**config.mk**
```make
export PLATFORM = sky130hd
export DESIGN_NAME = p2t_bridge_flat
export DESIGN_NICKNAME = d
export VERILOG_FILES = /design/src/p2t_pkg.sv /design/src/p2t_link_if.sv /design/src/p2t_bridge.sv /design/src/flat_wrapper.sv
export VERILOG_INCLUDE_DIRS = /design/src /design/src/src
export SDC_FILE = /design/constraint.sdc
export NUM_CORES = 1
export LEC_CHECK = 0
export BUFFER_PORTS_ARGS = -buffer_cell sky130_fd_sc_hd__buf_2
export CAP_MARGIN = 20
export CORE_MARGIN = 2
export CORE_UTILIZATION = 58
export CTS_CLUSTER_DIAMETER = 150
export DETAILED_ROUTE_END_ITERATION = 8
export GPL_TIMING_DRIVEN = 0
export HOLD_SLACK_MARGIN = 0.15
export PLACE_DENSITY = 0.9
export SYNTH_ARGS = -nofsm -noshare
export SYNTH_HDL_FRONTEND = slang
export SYNTH_SLANG_ARGS = --single-unit
export TNS_END_PERCENT = 100
```
**constraint.sdc**
```tcl
create_clock -name clk_i -period 3.7 [get_ports clk_i]
set_clock_uncertainty 0.1 [all_clocks]
set_input_delay 0.37 -clock clk_i [delete_from_list [all_inputs] [get_ports clk_i]]
set_output_delay 0.37 -clock clk_i [all_outputs]
set_load 0.02 [all_outputs]
```
**src/p2t_map.svh**
```systemverilog
`ifndef P2T_MAP_SVH
`define P2T_MAP_SVH

`define P2T_CODE_WR_FIX  8'h00
`define P2T_CODE_WR_INC  8'h04
`define P2T_CODE_RD_FIX  8'h10
`define P2T_CODE_RD_INC  8'h14
`define P2T_CODE_NULL    8'h7F
`define P2T_CODE_INV     8'h80
`define P2T_HDR_CODE     3'h0
`define P2T_HDR_SIZE_HI  3'h2
`define P2T_HDR_SIZE_LO  3'h3
`define P2T_HDR_ADDR_0   3'h4
`define P2T_HDR_LAST     3'h7
`define P2T_RSP_LAST     3'h4
`define P2T_WORD_STEP    32'h0000_0004
`define P2T_FIFO_DEPTH   32
`define P2T_FIFO_WIDTH   10

`endif

```
**src/p2t_pkg.sv**
```systemverilog
package p2t_pkg;

  typedef enum logic [2:0] {
    ST_HDR   = 3'b000,
    ST_WCOL  = 3'b001,
    ST_WBUS  = 3'b011,
    ST_RESP  = 3'b010,
    ST_RBUS  = 3'b110,
    ST_RSEND = 3'b111,
    ST_SKIP  = 3'b101
  } state_e;

  typedef logic [7:0] sym_t;

endpackage

```
**src/p2t_link_if.sv**
```systemverilog
`timescale 1ns/1ns
`default_nettype none

interface p2t_link_if;
  // Request stream, source end to bridge
  logic            req_valid;
  logic            req_ready;
  p2t_pkg::sym_t   req_data;
  logic            req_sop;
  logic            req_eop;
  // Response stream, bridge to source end
  logic            rsp_valid;
  logic            rsp_ready;
  p2t_pkg::sym_t   rsp_data;
  logic            rsp_sop;
  logic            rsp_eop;

  modport bridge (
    input  req_valid, req_data, req_sop, req_eop, rsp_ready,
    output req_ready, rsp_valid, rsp_data, rsp_sop, rsp_eop
  );
  modport source (
    output req_valid, req_data, req_sop, req_eop, rsp_ready,
    input  req_ready, rsp_valid, rsp_data, rsp_sop, rsp_eop
  );
endinterface

`default_nettype wire

```
**src/p2t_bridge.sv**
```systemverilog
`timescale 1ns/1ns
`default_nettype none
`include "p2t_map.svh"

module p2t_bridge (
  // Clock and reset
  input  wire logic         clk_i,
  input  wire logic         rst_i,
  // Stream link
  p2t_link_if.bridge        link,
  // Memory-mapped master
  output logic [31:0]       avm_address_o,
  output logic              avm_read_o,
  output logic              avm_write_o,
  output logic [31:0]       avm_writedata_o,
  output logic [3:0]        avm_byteenable_o,
  input  wire logic [31:0]  avm_readdata_i,
  input  wire logic         avm_waitrequest_i
);

  p2t_pkg::state_e state;
  logic [7:0]      code;
  logic [15:0]     size;
  logic [31:0]     addr;
  logic [2:0]      hcnt;
  logic [15:0]     done_cnt;
  logic [31:0]     wbuf;
  logic [3:0]      wbe;
  logic [1:0]      lane;
  logic            wlast;
  logic [31:0]     rbuf;
  logic [2:0]      ridx;
  logic            first;
  logic            take;
  logic            give;
  logic            rd_done;
  logic            wr_done;
  logic [15:0]     remain;
  logic [4:0]      bitpos;

  function automatic logic is_wr(input logic [7:0] c);
    is_wr = (c == `P2T_CODE_WR_FIX) || (c == `P2T_CODE_WR_INC);
  endfunction

  function automatic logic is_rd(input logic [7:0] c);
    is_rd = (c == `P2T_CODE_RD_FIX) || (c == `P2T_CODE_RD_INC);
  endfunction

  function automatic logic is_inc(input logic [7:0] c);
    is_inc = (c == `P2T_CODE_WR_INC) || (c == `P2T_CODE_RD_INC);
  endfunction

  function automatic logic [15:0] lanes(input logic [3:0] be);
    lanes = {15'h0000, be[0]} + {15'h0000, be[1]}
          + {15'h0000, be[2]} + {15'h0000, be[3]};
  endfunction

  // Next state after the packet has closed; reads need something to fetch
  function automatic p2t_pkg::state_e after_eop(input logic [7:0] c,
                                                input logic [15:0] s);
    if (is_rd(c) && (s != 16'h0000))
      after_eop = p2t_pkg::ST_RBUS;
    else
      after_eop = p2t_pkg::ST_RESP;
  endfunction

  // Sink only open while collecting; no ready during bus or reply phases
  assign link.req_ready = (state == p2t_pkg::ST_HDR)
                       || (state == p2t_pkg::ST_WCOL)
                       || (state == p2t_pkg::ST_SKIP);
  assign take    = link.req_valid && link.req_ready;
  assign remain  = size - done_cnt;
  assign bitpos  = {lane, 3'b000};

  assign avm_address_o    = {addr[31:2], 2'b00};
  assign avm_writedata_o  = wbuf;
  assign avm_byteenable_o = wbe;
  // Single accesses only; read held off while the source is stalled
  assign avm_write_o = (state == p2t_pkg::ST_WBUS);
  assign avm_read_o  = (state == p2t_pkg::ST_RBUS)
                    && link.rsp_ready;
  assign wr_done = avm_write_o && !avm_waitrequest_i;
  assign rd_done = avm_read_o && !avm_waitrequest_i;

  // Response stream; no error or channel signals exist on it
  always_comb
  begin
    link.rsp_valid = 1'b0;
    link.rsp_data  = 8'h00;
    link.rsp_sop   = 1'b0;
    link.rsp_eop   = 1'b0;
    if (state == p2t_pkg::ST_RSEND)
    begin
      link.rsp_valid = 1'b1;
      link.rsp_data  = rbuf[bitpos +: 8];
      link.rsp_sop   = first;
      link.rsp_eop   = (remain == 16'h0001);
    end
    else if (state == p2t_pkg::ST_RESP)
    begin
      link.rsp_valid = 1'b1;
      link.rsp_sop   = (ridx == 3'h0);
      link.rsp_eop   = (ridx == `P2T_RSP_LAST);
      case (ridx)
        3'h0:    link.rsp_data = code ^ `P2T_CODE_INV;
        3'h1:    link.rsp_data = 8'h00;
        3'h2:    link.rsp_data = 8'h00;
        3'h3:    link.rsp_data = done_cnt[15:8];
        3'h4:    link.rsp_data = done_cnt[7:0];
        default: link.rsp_data = 8'h00;
      endcase
    end
  end
  assign give = link.rsp_valid && link.rsp_ready;

  // Transaction sequencing
  always_ff @(posedge clk_i)
  begin
    if (rst_i)
      state <= p2t_pkg::ST_HDR;
    else if (take && link.req_sop)
      state <= p2t_pkg::ST_HDR;
    else
    begin
      case (state)
        p2t_pkg::ST_HDR:
          if (take && (hcnt == `P2T_HDR_LAST))
          begin
            if (!link.req_eop)
              state <= is_wr(code) ? p2t_pkg::ST_WCOL : p2t_pkg::ST_SKIP;
            else
              state <= is_wr(code) ? p2t_pkg::ST_RESP
                                   : after_eop(code, size);
          end
        p2t_pkg::ST_SKIP:
          if (take && link.req_eop)
            state <= after_eop(code, size);
        p2t_pkg::ST_WCOL:
          if (take && (link.req_eop || (lane == 2'h3)))
            state <= p2t_pkg::ST_WBUS;
        p2t_pkg::ST_WBUS:
          if (wr_done)
            state <= wlast ? p2t_pkg::ST_RESP : p2t_pkg::ST_WCOL;
        p2t_pkg::ST_RBUS:
          if (rd_done)
            state <= p2t_pkg::ST_RSEND;
        p2t_pkg::ST_RSEND:
          if (give && link.rsp_eop)
            state <= p2t_pkg::ST_HDR;
          else if (give && (lane == 2'h3))
            state <= p2t_pkg::ST_RBUS;
        p2t_pkg::ST_RESP:
          if (give && (ridx == `P2T_RSP_LAST))
            state <= p2t_pkg::ST_HDR;
        default:
          state <= p2t_pkg::ST_HDR;
      endcase
    end
  end

  // Header capture; a header cut short by EOP is dropped silently
  always_ff @(posedge clk_i)
  begin
    if (rst_i)
    begin
      hcnt <= 3'h0;
      code <= 8'h00;
      size <= 16'h0000;
    end
    else if (take && link.req_sop)
    begin
      code <= link.req_data;
      hcnt <= 3'h1;
    end
    else if (take && (state == p2t_pkg::ST_HDR) && (hcnt != 3'h0))
    begin
      if (hcnt == `P2T_HDR_SIZE_HI)
        size[15:8] <= link.req_data;
      if (hcnt == `P2T_HDR_SIZE_LO)
        size[7:0] <= link.req_data;
      hcnt <= link.req_eop ? 3'h0 : hcnt + 3'h1;
    end
    else if (state != p2t_pkg::ST_HDR)
      hcnt <= 3'h0;
  end

  // Address: loaded msb first, stepped per word only when incrementing
  always_ff @(posedge clk_i)
  begin
    if (rst_i)
      addr <= 32'h0000_0000;
    else if (take && (state == p2t_pkg::ST_HDR) && !link.req_sop
             && (hcnt >= `P2T_HDR_ADDR_0))
      addr <= {addr[23:0], link.req_data};
    // Fixed-address codes leave addr alone
    else if ((wr_done || rd_done) && is_inc(code))
      addr <= addr + `P2T_WORD_STEP;
  end

  // Write word assembly; bytes map to lanes in arrival order
  always_ff @(posedge clk_i)
  begin
    if (rst_i)
    begin
      wbuf  <= 32'h0000_0000;
      wbe   <= 4'h0;
      wlast <= 1'b0;
    end
    else if (take && (state == p2t_pkg::ST_WCOL) && !link.req_sop)
    begin
      wbuf[bitpos +: 8] <= link.req_data;
      wbe[lane]         <= 1'b1;
      wlast             <= link.req_eop;
    end
    else if (wr_done || (state == p2t_pkg::ST_HDR))
      wbe <= 4'h0;
  end

  // Lane pointer shared by write packing and read unpacking
  always_ff @(posedge clk_i)
  begin
    if (rst_i)
      lane <= 2'h0;
    else if ((take && (state == p2t_pkg::ST_WCOL) && !link.req_sop)
             || (give && (state == p2t_pkg::ST_RSEND)))
      lane <= lane + 2'h1;
    else if ((state == p2t_pkg::ST_HDR) || wr_done || rd_done)
      lane <= 2'h0;
  end

  // Byte count reported back, and read data holding
  always_ff @(posedge clk_i)
  begin
    if (rst_i)
    begin
      done_cnt <= 16'h0000;
      rbuf     <= 32'h0000_0000;
      first    <= 1'b0;
    end
    else if (state == p2t_pkg::ST_HDR)
    begin
      done_cnt <= 16'h0000;
      first    <= 1'b1;
    end
    else
    begin
      if (wr_done)
        done_cnt <= done_cnt + lanes(wbe);
      if (rd_done)
        rbuf <= avm_readdata_i;
      // Word is held until sent, so backpressure never drops a byte
      if (give && (state == p2t_pkg::ST_RSEND))
      begin
        done_cnt <= done_cnt + 16'h0001;
        first    <= 1'b0;
      end
    end
  end

  // Response byte index
  always_ff @(posedge clk_i)
  begin
    if (rst_i || (state != p2t_pkg::ST_RESP))
      ridx <= 3'h0;
    else if (give)
      ridx <= ridx + 3'h1;
  end

endmodule

`default_nettype wire

```
**src/flat_wrapper.sv**
```systemverilog
// flat-port wrapper written by rule: the top's interface ports become plain ports
module p2t_bridge_flat 
  (clk_i, rst_i, avm_address_o, avm_read_o, avm_write_o, avm_writedata_o, avm_byteenable_o, avm_readdata_i, avm_waitrequest_i, link_req_valid, link_req_data, link_req_sop, link_req_eop, link_rsp_ready, link_req_ready, link_rsp_valid, link_rsp_data, link_rsp_sop, link_rsp_eop);
  p2t_link_if link_i ();
  input  wire logic clk_i;
  input  wire logic rst_i;
  output logic [31:0] avm_address_o;
  output logic avm_read_o;
  output logic avm_write_o;
  output logic [31:0] avm_writedata_o;
  output logic [3:0] avm_byteenable_o;
  input  wire logic [31:0] avm_readdata_i;
  input  wire logic avm_waitrequest_i;
  input wire logic [$bits(link_i.req_valid)-1:0] link_req_valid;
  input wire logic [$bits(link_i.req_data)-1:0] link_req_data;
  input wire logic [$bits(link_i.req_sop)-1:0] link_req_sop;
  input wire logic [$bits(link_i.req_eop)-1:0] link_req_eop;
  input wire logic [$bits(link_i.rsp_ready)-1:0] link_rsp_ready;
  output wire logic [$bits(link_i.req_ready)-1:0] link_req_ready;
  output wire logic [$bits(link_i.rsp_valid)-1:0] link_rsp_valid;
  output wire logic [$bits(link_i.rsp_data)-1:0] link_rsp_data;
  output wire logic [$bits(link_i.rsp_sop)-1:0] link_rsp_sop;
  output wire logic [$bits(link_i.rsp_eop)-1:0] link_rsp_eop;
  assign link_i.req_valid = link_req_valid;
  assign link_i.req_data = link_req_data;
  assign link_i.req_sop = link_req_sop;
  assign link_i.req_eop = link_req_eop;
  assign link_i.rsp_ready = link_rsp_ready;
  assign link_req_ready = link_i.req_ready;
  assign link_rsp_valid = link_i.rsp_valid;
  assign link_rsp_data = link_i.rsp_data;
  assign link_rsp_sop = link_i.rsp_sop;
  assign link_rsp_eop = link_i.rsp_eop;
  p2t_bridge u_core (.clk_i(clk_i), .rst_i(rst_i), .link(link_i), .avm_address_o(avm_address_o), .avm_read_o(avm_read_o), .avm_write_o(avm_write_o), .avm_writedata_o(avm_writedata_o), .avm_byteenable_o(avm_byteenable_o), .avm_readdata_i(avm_readdata_i), .avm_waitrequest_i(avm_waitrequest_i));
endmodule
```
==> flow_summary.yaml <==
finish:
  final_area_um2: 10440
  final_cells: 1454
  drive_gt1_share_pct: 17.43
  final_util_pct: 72.08
  syn2layout_area_growth_pct: 22.30
  layout.nets: 1343
critical_path:
  worstSetupEndpointType: "primary output"
  reg2reg_depth: 11
  critPathBufInv: 1
  crit_arrival_ps: 3600
  rrSetupSlack_ps: 180
  path_cells: "fa_1, nand2b_1, a2111oi_4, o311ai_2, a2111oi_2, nand4_1, or3b_4, nor4_4, a32o_2, buf_6"
  crit_path_top_delay_cell: "fa_1"
  r2r-start: "u_core.done_cnt[1]"
  worstSetupPathType: "flop to primary output"
  crit_fanout: 7
  worstPathRequired_ps: 3230
  critPathLaunchType: "flop"
  r2r_end: "u_core.state[0]"
  cp_slowest_stage_delay_ps: 600
  critPathTopFamily: "simple AND/OR/NAND/NOR gates"
synth:
  synth.area.top_cells: "dfxtp_1 36%, a21oi_1 6.6%, nand2_1 6.6%, ha_1 5.6%, nor2_1 5.1%"
  ys_warn_count: 0
  yosysMostFrequentCell: "dfxtp_1"
  synth.cells.most_frequent: "153 x dfxtp_1, 149 x nand2_1, 117 x nor2_1, 113 x a21oi_1, 65 x clkbuf_1"
  seq_area_frac_synth_pct: 35.89
  yosys.area.top_type: "dfxtp_1"
  postSynthAreaPerCell_um2: 7.872
  async_flop_share_pct: 0
  synth_ff_type: "dfxtp_1"
  ys_seq_elements: 153
  yosys.area.top_type_share_pct: 35.89
  synth_edf_count: 0
  yosysUniqueCellTypes: 71
  syn_inst: 1084
  syn_area_um2: 8533
pwr:
  power.leakage_uw: 0.004266
  vdd_ir_drop_max_mv: 0.4003
  switchingPower_uw: 1325
  intPower_uw: 3134
  power_frac_comb_pct: 18.2
  p_sw_share_pct: 29.72
  clkPwrFrac_pct: 43.1
  seqPwrFrac_pct: 38.7
  power.density_nw_per_um2: 427.3
floorplan:
  start_util_pct: 58.94
  die_y_um: 125.3
  num_io_pins: 129
  die_w_um: 125.3
  rows: 44
  core-area_um2: 14480
  dieArea_um2: 15700
route:
  drc_errors: 0
  drt_iter0_drc: 1392
  vias: 9125
  wirelength_um: 28310
  routedWlPerCell_um: 19.47
  vias_per_cell: 6.276
  detailedRoute.firstPassIterationCount: 6
  drt.antenna.violating_nets: 0
sta:
  worst_pin_slew_ps: 918.3
  setup-tns-final_ps: -365.8
  hold_viol_final: 0
  report.final.slew_viol_count: 0
  grt_setup_unrepaired: "yes"
  setup_ws_ps: -365.8
  fin_crit_sh_pct: 109.9
  relSlewSlack_pct: 38.65
  max_freq_mhz: 246.0
  finalSetupViolCount: 1
  fin_crit_ps: 4066
placement:
  place.gp.congestion: 0.9469
  place.port_buffers: 116
  dpl.hpwl_um: 17590
  place_area_um2: 9348
  place_inst: 1385
clocking:
  cts_buffer_depth: 2
  root_buffer: "clkbuf_16"
  clock_latency_ps: 440
  numCtsBuffers: 17
  h-tree-depth: 4
  tritoncts: "built"
  clock_sinks: 153
  path_clk_slew_ps: 70
grt:
  grt_max_degree: 17
  grt_overflow: 0
  grtUsageTotal_pct: 34.70
  globalRouteMet2Util_pct: 56.71
  grt.busiest_layer: "met2"
  met1_usage_pct: 41.05
  antenna_found_initial: 2
  use_met3_pct: 8.986
  first_global_vias: 8747
  grt_pass1_wl_um: 43890
run:
  cap_viol_max_count: 0
worst_hold_path:
  min_from: "rst_i"
  hold_end: "u_core.state[2]"
  worstHoldPathCells: 4
  hold_class: "input pin to flop"
status:
  violations: "negative setup slack"
  status: "finished with violations"
==> metrics by stage <==
stage          worst slack, ps  power (uW)  hold slack [ps]
2_1_floorplan            208.2        2277            333.1
3_5_place_dp            -525.2        2486            342.3
4_1_cts                 -282.0        4393            256.6
5_1_grt                 -489.0        4568            288.3
3_3_place_gp            -503.6        2474            337.4
6_report                -365.8        4459            273.5
==> worst max path at each step <==
stage | slack [ps] | to | startpoint | cells after the start
CTS | -280 | link_rsp_eop | u_core.done_cnt[0] | 11
detailed placement | -530 | link_rsp_eop | u_core.done_cnt[2] | 11
finish | -370 | link_rsp_eop | u_core.done_cnt[1] | 10
global route | -490 | link_rsp_eop | u_core.size[0] | 12
floorplan | 210 | link_rsp_eop | u_core.done_cnt[4] | 10
global placement | -500 | link_rsp_eop | u_core.done_cnt[2] | 11
==> registers in the layout, summed over array words and instances (netlist names), 2 cells and up <==
signal and flops:
u_core.rbuf 32, u_core.state 3, u_core.avm_writedata_o 32, u_core.avm_byteenable_o 4, u_core.code 8, u_core.size 16
u_core.hcnt 3, u_core.done_cnt 16, u_core.addr 32, u_core.lane 2, u_core.ridx 3
==> kinds of logic (layout without fill, tap and decap cells) <==
logic type | Yosys count | in the layout | synth area share [%]
AND/OR/NAND/NOR | 423 | 423 | 22.46
AO/OA/AOI/OAI | 249 | 249 | 18.21
other | 1 | 4 | 0.04395
flip-flops | 153 | 153 | 35.89
buffers and inverters | 144 | 327 | 7.742
adder cells (fa/ha/maj) | 41 | 41 | 6.276
XOR/XNOR | 31 | 31 | 3.182
multiplexers | 42 | 42 | 6.188
==> area by class of cell <==
type	count	area (um^2)
inverter	45	168.9
timing repair buffer	152	937.1
clock inverter	12	187.7
fill	970	4043
sequential	153	3070
clock buffer	20	456.7
buffer	98	488.0
multi-input combinational	788	4892
antenna	2	5.005
tap	184	230.2
==> worst reg2reg max path: stages, from the launching register on <==
cell and delay (ps):
dfxtp_1 450, fa_1 600, nand2b_1 110, a2111oi_4 330
o311ai_2 170, a2111oi_2 240, nand4_1 130, or3b_4 420
nor4_4 360, buf_4 220, o311a_1 190, nor3_1 50
==> power by group through the flow <==
stage	combinational [uW]	sequential (uW)	clock, uW
2_1_floorplan	522	1750	0
3_3_place_gp	715	1760	0
3_5_place_dp	726	1760	0
4_1_cts	767	1720	1900
5_1_grt	863	1730	1980
6_report	811	1730	1920
==> layer usage <==
metal | vias to the layer above | part of all wire (%)
met2 | 668 | 47
met4 | 0 | 5.6
li1 | 4121 | -
met1 | 4178 | 37
met3 | 158 | 10
met5 | - | 0
==> layout by cell type (no fill, tap or decap), types with 4 or more instances in the layout <==
cell type,instances
buf_4,36
a32oi_1,4
nand2b_1,4
nor2_1,117
a211oi_1,15
inv_1,43
nor3b_1,6
a21o_1,6
nor3_1,25
a22oi_1,8
inv_6,4
o21ai_0,40
o2bb2ai_1,8
ha_1,34
nor4_1,9
a21oi_1,112
xor2_1,12
nand2_1,149
and2_1,9
mux2i_1,28
and3_1,6
a31oi_1,8
or3_1,7
clkbuf_1,65
clkbuf_16,17
buf_2,115
xnor2_1,19
nand3_1,54
nand4_1,16
nor2b_1,8
dlygate4sd3_1,32
bufinv_16,4
a221oi_1,6
mux2_2,6
dfxtp_1,149
mux4_2,8
==> timing repair <==
action | CTS | global route
setup endpoints to repair | 4 | 3
setup buffers | 4 | 0
endpoints found under the hold margin | 32 | 0
pin swaps | 8 | 0
resized for setup | 22 | 1
hold buffers | 32 | 0
Note: power is estimated with default switching activity, not from simulation.
